## src/tdcr_pkg.sv

```systemverilog
// Package for the converter readout, reset, timer and flag logic.
// Assumes a single 250 MHz clock and plain configuration ports.
package tdcr_pkg;
    // ==========================================================
    // Result word layout.
    localparam int TDCR_EDGE_BIT = 22;       // Edge type bit, 1 is rising.
    localparam int TDCR_TIME_W = 22;         // Time field, bits 21..0.
    localparam int TDCR_WORD_W = 23;         // Whole result word.
    // ==========================================================
    // Read addresses of the two interface FIFOs.
    localparam logic [3:0] TDCR_ADDR_FIFO1 = 4'h8;
    localparam logic [3:0] TDCR_ADDR_FIFO2 = 4'h9;
    // ==========================================================
    // Timing figures and derived cycle counts.
    localparam int TDCR_CLK_PS = 4000;       // Clock period in ps.
    localparam int TDCR_HOLD_FULL_NS = 40;   // Input hold-off after full reset.
    localparam int TDCR_HOLD_PART_NS = 75;   // Input hold-off after partial reset.
    localparam int TDCR_HOLD_FULL_CYC = (TDCR_HOLD_FULL_NS * 1000 + TDCR_CLK_PS - 1) / TDCR_CLK_PS;
    localparam int TDCR_HOLD_PART_CYC = (TDCR_HOLD_PART_NS * 1000 + TDCR_CLK_PS - 1) / TDCR_CLK_PS;
    localparam int TDCR_TIMER_W = 13;        // Timer count, maximum 8191.
    localparam int TDCR_TRIM_PS_BASE = 5500; // Pulse-pair resolution at trim 0.
    localparam int TDCR_TRIM_PS_STEP = 1000; // Added per trim step.
    // ==========================================================
    // Flag mask widths.
    localparam int TDCR_IRQ_W = 13;          // Interrupt mask bits 13..25.
    localparam int TDCR_ERR_W = 11;          // Error mask bits 16..26.
    localparam int TDCR_HIT_N = 8;           // Number of hit FIFOs.
endpackage : tdcr_pkg

```

## src/tdcr_top.sv

```systemverilog
// Readout, reset, interval timer and flag logic of a two-channel converter.
// Assumes synchronous pins and a host that never reads an empty FIFO.
//
// Notes on behaviour
// - Bit 22 edge type, bits 21..0 time.
// - Address 8 reads FIFO one, 9 two.
// - Power-up reset pin low resets everything.
// - Software master reset keeps configuration and the read data word.
// - Non-quiet: trigger pin high may master reset.
// - Quiet: output enable low may master reset.
// - Partial reset keeps configuration and FIFO contents.
// - Partial reset from trigger or output enable.
// - Inputs blocked 40 ns after full reset.
// - Inputs blocked 75 ns after partial reset.
// - Timer period in reference clocks, max 8191.
// - Timer launched by start, stop or either.
// - Timer end sets interrupt when enabled.
// - Interrupt is OR of unmasked events.
// - Error is OR of unmasked events 0..10.
// - Test select routes test inputs instead.
// - Trim 0..3 widens pulse-pair resolution.
`timescale 1ns/1ps
module tdcr_top
    import tdcr_pkg::*;
#(
    parameter int DEPTH = 8
) (
    input wire logic clock,
    input wire logic resetn,
    input wire logic power_up_reset_low_pin,      // Whole-device reset, low active.
    // Configuration bits.
    input wire logic quiet_mode,
    input wire logic master_reset_on_trigger_pin,
    input wire logic master_reset_on_output_enable,
    input wire logic partial_reset_on_trigger_pin,
    input wire logic partial_reset_on_output_enable,
    input wire logic timer_launch_on_start,
    input wire logic timer_launch_on_stop,
    input wire logic [TDCR_TIMER_W-1:0] timer_period,
    input wire logic timer_interrupt_enable,
    input wire logic [TDCR_IRQ_W-1:0] irq_mask,   // 1 unmasks an event.
    input wire logic [TDCR_ERR_W-1:0] err_mask,
    input wire logic test_select,
    input wire logic [1:0] extra_delay_speed,
    // Software commands, one-cycle pulses.
    input wire logic sw_master_reset,
    input wire logic sw_partial_reset,
    // Pins.
    input wire logic trigger_pin,
    input wire logic output_enable_n,
    input wire logic ref_tick,                    // One-cycle reference clock enable.
    input wire logic start_in,
    input wire logic stop_input_one,
    input wire logic stop_input_two,
    input wire logic [2:0] test_inputs,           // Test start, stop one, stop two.
    input wire logic [TDCR_HIT_N-1:0] hit_fifo_full,
    input wire logic hit_all_empty,
    input wire logic pll_unlocked,
    // Results from the measuring core.
    input wire logic [TDCR_TIME_W-1:0] res_time,
    input wire logic res_rising,
    input wire logic res_chan,                    // 0 stop one, 1 stop two.
    input wire logic res_valid,
    output logic res_ready,
    // Host read port.
    input wire logic [3:0] rd_addr,
    input wire logic rd_strobe,
    output logic [TDCR_WORD_W-1:0] rd_data,
    output logic fifo_empty_flag_one,
    output logic fifo_empty_flag_two,
    // Status.
    output logic inputs_open,
    output logic start_gated,
    output logic stop_one_gated,
    output logic stop_two_gated,
    output logic [13:0] pair_res_ps,
    output logic irq_out_flag,
    output logic error_out_flag
);
    // ==========================================================
    // Reset sources.
    logic pur, trig_hi, oen_lo, mreset, preset;
    logic [TDCR_WORD_W-1:0] word;
    logic [1:0] fv, fr, inr;
    logic [TDCR_WORD_W-1:0] fd [2];
    always_comb begin
        pur = !resetn || !power_up_reset_low_pin;
        trig_hi = !quiet_mode && trigger_pin;
        oen_lo = quiet_mode && !output_enable_n;
        mreset = sw_master_reset
            || (trig_hi && master_reset_on_trigger_pin)
            || (oen_lo && master_reset_on_output_enable);
        preset = sw_partial_reset
            || (trig_hi && partial_reset_on_trigger_pin)
            || (oen_lo && partial_reset_on_output_enable);
    end
    // ==========================================================
    // Result word packing and the two FIFOs; master reset flushes them,
    // partial reset leaves them alone.
    assign word = {res_rising, res_time};
    assign res_ready = res_chan ? inr[1] : inr[0];
    for (genvar g = 0; g < 2; g++) begin : g_fifo
        tdcr_fifo #(.WIDTH(TDCR_WORD_W), .DEPTH(DEPTH)) u_fifo (
            .clock(clock),
            .resetn(resetn && power_up_reset_low_pin),
            .clear(mreset),
            .in_data(word),
            .in_valid(res_valid && (res_chan == 1'(g)) && inputs_open),
            .in_ready(inr[g]),
            .out_data(fd[g]),
            .out_valid(fv[g]),
            .out_ready(fr[g])
        );
    end
    assign fr[0] = rd_strobe && rd_addr == TDCR_ADDR_FIFO1;
    assign fr[1] = rd_strobe && rd_addr == TDCR_ADDR_FIFO2;
    assign fifo_empty_flag_one = !fv[0];
    assign fifo_empty_flag_two = !fv[1];
    // ==========================================================
    // Read data register; an empty read leaves the word unchanged.
    logic [TDCR_WORD_W-1:0] rd_data_r, rd_data_nxt;
    always_comb begin
        rd_data_nxt = rd_data_r;
        if (fr[0] && fv[0]) begin
            rd_data_nxt = fd[0];
        end else if (fr[1] && fv[1]) begin
            rd_data_nxt = fd[1];
        end
    end
    assign rd_data = rd_data_r;
    // ==========================================================
    // Input hold-off counter after resets. A longer pending count is
    // never shortened by a later master reset, only by the power-up reset.
    localparam int HW = 8;
    logic [HW-1:0] hold_r, hold_nxt;
    always_comb begin
        hold_nxt = (hold_r != '0) ? HW'(hold_r - 1'b1) : hold_r;
        if (preset) begin
            hold_nxt = HW'(TDCR_HOLD_PART_CYC);
        end else if (mreset && hold_nxt < HW'(TDCR_HOLD_FULL_CYC)) begin
            hold_nxt = HW'(TDCR_HOLD_FULL_CYC);
        end
    end
    assign inputs_open = (hold_r == '0);
    // Test inputs replace the normal ones when selected.
    always_comb begin
        start_gated = inputs_open && (test_select ? test_inputs[0] : start_in);
        stop_one_gated = inputs_open && (test_select ? test_inputs[1] : stop_input_one);
        stop_two_gated = inputs_open && (test_select ? test_inputs[2] : stop_input_two);
    end
    // Delay trim reported as resulting pulse-pair resolution.
    assign pair_res_ps = 14'(TDCR_TRIM_PS_BASE) + 14'(extra_delay_speed) * 14'(TDCR_TRIM_PS_STEP);
    // ==========================================================
    // Interval timer, counted in reference clock ticks.
    logic [TDCR_TIMER_W-1:0] tmr_r, tmr_nxt;
    logic run_r, run_nxt, tend_r, tend_nxt, launch;
    always_comb begin
        launch = (timer_launch_on_start && start_gated)
            || (timer_launch_on_stop && (stop_one_gated || stop_two_gated));
        tmr_nxt = tmr_r;
        run_nxt = run_r;
        tend_nxt = tend_r;
        if (launch && !run_r) begin
            tmr_nxt = timer_period;
            run_nxt = (timer_period != '0);
            tend_nxt = 1'b0;
        end else if (run_r && ref_tick) begin
            tmr_nxt = TDCR_TIMER_W'(tmr_r - 1'b1);
            if (tmr_r == TDCR_TIMER_W'(1)) begin
                run_nxt = 1'b0;
                tend_nxt = 1'b1;
            end
        end
        if (mreset || preset) begin
            run_nxt = 1'b0;
            tend_nxt = 1'b0;
        end
    end
    // ==========================================================
    // Flag aggregation; event vector bits 0..7 hit FIFOs, 8..9 interface
    // FIFOs, 10 PLL, 11 all empty, 12 timer end.
    logic [TDCR_IRQ_W-1:0] ev;
    always_comb begin
        ev = {tend_r && timer_interrupt_enable, hit_all_empty, pll_unlocked,
              !inr[1], !inr[0], hit_fifo_full};
        irq_out_flag = |(ev & irq_mask);
        error_out_flag = |(ev[TDCR_ERR_W-1:0] & err_mask);
    end
    // ==========================================================
    // Registers; the power-up pin also resets the state, loading the full hold-off count.
    always_ff @(posedge clock) begin
        if (pur) begin
            hold_r <= HW'(TDCR_HOLD_FULL_CYC);
            tmr_r <= '0;
            run_r <= 1'b0;
            tend_r <= 1'b0;
            rd_data_r <= '0;
        end else begin
            hold_r <= hold_nxt;
            tmr_r <= tmr_nxt;
            run_r <= run_nxt;
            tend_r <= tend_nxt;
            rd_data_r <= rd_data_nxt;
        end
    end
    // ==========================================================
    // Checks.
    property hold_part_p;
        @(posedge clock) disable iff (pur)
        preset |=> !inputs_open [*8] ##1 (!inputs_open || !$past(inputs_open, 1)) ;
    endproperty
    hold_part_a: assert property (hold_part_p) else $error("partial hold-off short");
    hold_full_a: assert property (@(posedge clock) disable iff (pur)
        (mreset && !preset) |=> !inputs_open [*8]) else $error("full hold-off short");
    edge_bit_a: assert property (@(posedge clock) disable iff (pur)
        (fr[0] && fv[0]) |=> rd_data[TDCR_EDGE_BIT] == $past(fd[0][TDCR_EDGE_BIT]))
        else $error("edge bit wrong");
    fifo_two_a: assert property (@(posedge clock) disable iff (pur)
        (fr[1] && fv[1] && !fr[0]) |=> rd_data == $past(fd[1])) else $error("fifo two read wrong");
    mreset_trig_a: assert property (@(posedge clock) disable iff (pur)
        (!quiet_mode && trigger_pin && master_reset_on_trigger_pin) |=> !fv[0] && !fv[1])
        else $error("trigger master reset missed");
    mreset_oen_a: assert property (@(posedge clock) disable iff (pur)
        (quiet_mode && !output_enable_n && master_reset_on_output_enable) |=> !fv[0])
        else $error("oen master reset missed");
    timer_end_a: assert property (@(posedge clock) disable iff (pur)
        (run_r && ref_tick && tmr_r == 13'h0001 && !mreset && !preset) |=> tend_r)
        else $error("timer end missed");
    irq_or_a: assert property (@(posedge clock) disable iff (pur)
        (irq_mask[10] && pll_unlocked) |-> irq_out_flag) else $error("irq not raised");
    err_or_a: assert property (@(posedge clock) disable iff (pur)
        (err_mask == '0) |-> !error_out_flag) else $error("error flag unmasked");
    test_mux_a: assert property (@(posedge clock) disable iff (pur)
        (test_select && inputs_open) |-> start_gated == test_inputs[0]) else $error("test mux");
endmodule : tdcr_top

```

## src/tdcr_fifo.sv

```systemverilog
// Parameterised synchronous FIFO for result words.
// Assumes one clock and a synchronous active-low reset.
`timescale 1ns/1ps
module tdcr_fifo #(
    parameter int WIDTH = 23,
    parameter int DEPTH = 8
) (
    input wire logic clock,
    input wire logic resetn,
    input wire logic clear,                  // Flush contents.
    input wire logic [WIDTH-1:0] in_data,
    input wire logic in_valid,
    output logic in_ready,
    output logic [WIDTH-1:0] out_data,
    output logic out_valid,
    input wire logic out_ready
);
    localparam int AW = $clog2(DEPTH);
    logic [WIDTH-1:0] mem [DEPTH];           // Storage array.
    logic [AW-1:0] wp_r, wp_nxt, rp_r, rp_nxt;
    logic [AW:0] cnt_r, cnt_nxt;             // Fill level.
    logic wr, rd;
    // ==========================================================
    // Pointer and level update; full and empty come from the level.
    // Full when the level reaches the depth; the level is one bit wider than a pointer.
    assign in_ready = (cnt_r != (AW+1)'(DEPTH));
    assign out_valid = (cnt_r != '0);
    assign out_data = mem[rp_r];
    always_comb begin
        wr = in_valid && in_ready;
        rd = out_valid && out_ready;
        wp_nxt = wr ? AW'(wp_r + 1'b1) : wp_r;
        rp_nxt = rd ? AW'(rp_r + 1'b1) : rp_r;
        cnt_nxt = cnt_r + (AW+1)'(wr) - (AW+1)'(rd);
        if (clear) begin
            wp_nxt = '0;
            rp_nxt = '0;
            cnt_nxt = '0;
        end
    end
    always_ff @(posedge clock) begin
        if (!resetn) begin
            wp_r <= '0;
            rp_r <= '0;
            cnt_r <= '0;
        end else begin
            wp_r <= wp_nxt;
            rp_r <= rp_nxt;
            cnt_r <= cnt_nxt;
        end
    end
    // Memory writes carry no reset; contents are don't-care when empty.
    always_ff @(posedge clock) begin
        if (wr && !clear) begin
            mem[wp_r] <= in_data;
        end
    end
endmodule : tdcr_fifo

```

## config.mk

```make
export PLATFORM = sky130hd
export DESIGN_NAME = tdcr_top
export DESIGN_NICKNAME = d
export VERILOG_FILES = /design/src/tdcr_pkg.sv /design/src/tdcr_top.sv /design/src/tdcr_fifo.sv
export SDC_FILE = /design/constraint.sdc
export NUM_CORES = 1
export LEC_CHECK = 0
export BUFFER_PORTS_ARGS = -buffer_cell sky130_fd_sc_hd__buf_2
export CAP_MARGIN = 10
export CORE_ASPECT_RATIO = 0.75
export CORE_MARGIN = 4
export CORE_UTILIZATION = 60
export CTS_BUF_LIST = sky130_fd_sc_hd__clkbuf_16
export CTS_CLUSTER_DIAMETER = 40
export CTS_CLUSTER_SIZE = 8
export DETAILED_ROUTE_END_ITERATION = 16
export PLACE_DENSITY = 0.9
export RECOVER_POWER = 50
export SLEW_MARGIN = 20
export SYNTH_ARGS = -nofsm -noshare
export SYNTH_HDL_FRONTEND = slang
export SYNTH_SLANG_ARGS = --single-unit
```

## constraint.sdc

```tcl
create_clock -name clock -period 7.2 [get_ports clock]
set_clock_uncertainty 0.2 [all_clocks]
set_input_delay 1.08 -clock clock [delete_from_list [all_inputs] [get_ports clock]]
set_output_delay 1.08 -clock clock [all_outputs]
set_load 0.01 [all_outputs]
```

==> Flow_metrics.wiki <==
{| class="wikitable"
! Metric !! Value
|-
| Slew @ Worst Pin || 1840 ps
|-
| Post-synthesis sequential element count || 440
|-
| Max incr delay on CP || 1480 ps
|-
| Detailed-route wire length per cell || 30.0 um
|-
| Number of global-route vias before repair || around 11000
|-
| CTS tree || done
|-
| Layout cell share with drive strength beyond 1 || 24.9%
|-
| GRT Util Overall || 30.0%
|-
| Number of instances resized during post-cts repair || 0
|-
| Data arrival time at the worst-slack endpoint || around 5000 ps
|-
| Global-route wire length before repair || around 71 mm
|-
| Predominant post-synthesis flop cell || sky130_fd_sc_hd__edfxtp_1
|-
| Status || finished, violations left
|-
| Top Layer Used || met5
|-
| Final wirelength || around 49 mm
|-
| Number of levels in the clock H-tree || 3
|-
| Post-synth top area share || approximately 63%
|-
| Global route total overflow || 0
|-
| Min-delay worst type || register to register
|-
| RSZ-0062 raised after global routing || false
|-
| Biggest area consumer among synthesized cells || sky130_fd_sc_hd__edfxtp_1
|-
| Aggregate negative setup slack || 0 ps
|-
| Minimum clock period || 4960 ps
|-
| Die area || 32300 um^2
|-
| Total of buffers placed on input and output ports || between 100 and 150
|-
| Terminus of the critical flop-to-flop path || g_fifo[1].u_fifo.mem[0][20]
|-
| Cell area after synthesis || 17700 um^2
|-
| Max Clk Rate || between 200 and 250 MHz
|-
| Clk Tree Root Cell || sky130_fd_sc_hd__clkbuf_16
|-
| Max Cap Violations || 2
|-
| Core outline area || ~29000 um^2
|-
| Wire length the detailed router placed on met1 || approximately 17 mm
|-
| Routed vias/inst || 6.72
|-
| Synthesized area per cell || 17.5 um^2
|-
| Number of distinct library cells after synthesis || slightly above 60
|-
| Pwr Density || 276 nW/um^2
|-
| Met3 routed WL || ~5.3 mm
|-
| Leakage Power || between 0.006 and 0.007 uW
|-
| Worst slew slack as a fraction of its limit || -23.9%
|-
| Hold-fix buffers, CTS || 0
|-
| Number of warnings issued by yosys || 0
|-
| Antenna violations before repair || 1
|-
| WHS || between 300 and 400 ps
|-
| Initial DRC count || roughly 1600
|-
| Final design utilization || 71.6%
|-
| First-pass iteration count of the detailed router || 8
|-
| Type of destination of the critical path || register
|-
| Clock transition at path regs || approximately 50 ps
|-
| Required time worst endpoint || a little over 7000 ps
|-
| Ant diodes || 0
|-
| Clock Sinks || 440
|-
| Terminating pin of the worst hold path || tend_r
|-
| Buffers inserted during post-CTS setup optimization || 0
|-
| Pins over their slew limit || 24
|-
| Detailed-route via count || between 10000 and 15000
|-
| Die width || just over 200 um
|-
| Reg-to-reg slack, setup || 2240 ps
|-
| Synth top cells by count || sky130_fd_sc_hd__edfxtp_1 (368), sky130_fd_sc_hd__mux4_2 (92), sky130_fd_sc_hd__dfxtp_1 (72)
|-
| Number of hold violations in the final report || 0
|-
| Fill cell instance count of the final layout || 1623
|-
| Sequential-to-total area share from yosys stat || between 70% and 80%
|-
| Reg-to-Reg Start || hold_r[3]
|-
| WHS Path Cells || 2
|-
| Final cell count without fillers || about 1600
|-
| Mapped Cells || between 1000 and 1500
|-
| Number of nets in the finished design || ~1300
|-
| CP max stage cell || sky130_fd_sc_hd__nor4_1
|-
| Number of synthesized flops with an enable pin || approximately 370
|-
| Routability congestion estimate from global placement || 0.889
|-
| Number of buffers between clock root and the deepest sink || 3
|-
| Worst path most repeated cell || sky130_fd_sc_hd__nor4_1
|-
| Post-placement cell count || 1515
|-
| Violations in the final reports || max-capacitance violations, max-slew violations
|-
| Insertion delay of the later-clocked pin in the worst-skew pair || about 560 ps
|-
| DP HPWL || roughly 24 mm
|-
| Area occupied by multi-input gates || a little under 5000 um^2
|-
| Most frequent cell after synthesis || sky130_fd_sc_hd__edfxtp_1
|-
| Num rows || 54
|-
| Post-route fraction of the period consumed by the critical path || 68.9%
|-
| FF+latch area || approximately 13000 um^2
|-
| Met2 WL || 24.0 mm
|-
| Number of failing setup endpoints in the final timing report || 0
|-
| Max VDD drop || between 150 and 200 uV
|-
| Cells taking the most area after synthesis || sky130_fd_sc_hd__edfxtp_1 (63%), sky130_fd_sc_hd__mux4_2 (12%), sky130_fd_sc_hd__dfxtp_1 (8.2%)
|-
| Inserted Clock Buffers || 66
|-
| ANT nets after route || 0
|-
| Worst min-delay path startpoint || tend_r
|-
| Height of the die || 157 um
|-
| Share of synthesized flip-flops with an asynchronous set or reset || 0%
|-
| # DRC || 0
|-
| Starting density of the core || ~61%
|-
| Relative area change from synthesis to final layout || 17.7%
|-
| Maximum fanout count along the critical path || 23
|-
| Top-level I/O count || about 150
|-
| CP startpoint kind || register
|-
| Start-to-end type of the worst setup path || register to register
|-
| Pin count of the biggest net entering global routing || 51
|-
| Worst r2r path cells || 5
|-
| CP cell instances || nor4_1 > nand4_1 > nor4_1 > nor3b_2 > buf_4
|}
through the flow:
step	total power [uW]	worst slack [ps]	area (um^2)
floorplan	2850	3150	17700
global placement	2910	3310	18900
detailed placement	2920	3190	18900
CTS	5750	3690	20800
global route	5890	2230	20800
finish	5750	2240	20800
worst max-delay path: cells and delay by family (launching register included):
kind          cells  cell delay [ps]
flops             1              350
simple gates      4             3510
buf+inv           1              510
cell usage in the layout (no fill, tap or decap), types with 4 or more instances in the layout:
master	instances
sky130_fd_sc_hd__nor2_2	7
sky130_fd_sc_hd__and3_1	5
sky130_fd_sc_hd__a21oi_1	15
sky130_fd_sc_hd__a31oi_1	8
sky130_fd_sc_hd__nand2_1	54
sky130_fd_sc_hd__o211ai_1	5
sky130_fd_sc_hd__a21o_1	4
sky130_fd_sc_hd__clkbuf_16	68
sky130_fd_sc_hd__clkinv_1	4
sky130_fd_sc_hd__nor3b_1	5
sky130_fd_sc_hd__or3_1	4
sky130_fd_sc_hd__mux2i_1	54
sky130_fd_sc_hd__nand2b_1	11
sky130_fd_sc_hd__o311ai_0	4
sky130_fd_sc_hd__xnor2_1	9
sky130_fd_sc_hd__mux4_2	92
sky130_fd_sc_hd__conb_1	5
sky130_fd_sc_hd__o22ai_1	23
sky130_fd_sc_hd__buf_4	20
sky130_fd_sc_hd__nand3b_1	4
sky130_fd_sc_hd__nor2_1	35
sky130_fd_sc_hd__ha_1	25
sky130_fd_sc_hd__a22oi_1	6
sky130_fd_sc_hd__clkbuf_1	48
sky130_fd_sc_hd__nor3b_2	4
sky130_fd_sc_hd__or4_1	4
sky130_fd_sc_hd__edfxtp_1	368
sky130_fd_sc_hd__nor4_1	5
sky130_fd_sc_hd__dfxtp_1	68
sky130_fd_sc_hd__nor3_1	12
sky130_fd_sc_hd__inv_1	69
sky130_fd_sc_hd__o21ai_0	28
sky130_fd_sc_hd__nand3_1	13
sky130_fd_sc_hd__nand4_1	5
sky130_fd_sc_hd__buf_2	94
sky130_fd_sc_hd__xor2_1	5
metal layers:
metal | GRT usage (%) | vias to the layer above
li1 | - | 4390
met1 | 38.7 | 5347
met2 | 49.0 | 980
met3 | 6.09 | 258
met4 | 15.8 | 2
met5 | 0 | -
area by class of cell:
type,count,area share [%]
inverters,31,0.560
flip-flops and latches,440,60.1
well taps,392,2.36
multi-input cells,490,23.3
clock inverters,49,1.35
clock buffers,68,8.18
repair buffers,164,4.12
sequential cells by signal, indices dropped and copies added (netlist names), named ones only:
signal / count
run_r: 1
g_fifo.u_fifo.rp_r: 6
tend_r: 1
hold_r: 8
g_fifo.u_fifo.wp_r: 6
rd_data: 23
g_fifo.u_fifo.cnt_r: 8
g_fifo.u_fifo.mem: 368
tmr_r: 13
kinds of logic (layout without fill, tap and decap cells):
kind of cell / count (synthesis) / after routing / share of synthesized area [%]
DFF: 440 / 440 / 70.7
and+or+nand+nor: 183 / 183 / 5.47
muxes: 147 / 147 / 14.9
AOI/OAI and AO/OA: 114 / 114 / 4.22
buffers and inverters: 84 / 312 / 2.00
adders and majority gates: 27 / 27 / 2.00
xor gates and xnor gates: 14 / 14 / 0.694
other: 2 / 5 / 0.0425
worst max path at each step:
stage / slack (ps) / to / from / depth (start not counted)
final: 2240 / g_fifo[1].u_fifo.mem[0][20] / hold_r[3] / 5
after global routing: 2230 / g_fifo[1].u_fifo.mem[0][20] / hold_r[2] / 5
after CTS: 3690 / g_fifo[1].u_fifo.cnt_r[2] / rd_addr[1] / 10
after detailed placement: 3190 / g_fifo[1].u_fifo.cnt_r[2] / rd_addr[1] / 10
after global placement: 3310 / g_fifo[1].u_fifo.cnt_r[2] / rd_addr[1] / 10
after floorplan: 3150 / g_fifo[1].u_fifo.mem[0][0] / res_valid / 3
report_power, final:
group	internal (uW)	switching (uW)	total, uW
registers	2760	1.90	2760
clock network	1710	1160	2870
logic	34.1	75.3	109
total	4510	1240	5750
(Power assumes the default switching activity.)
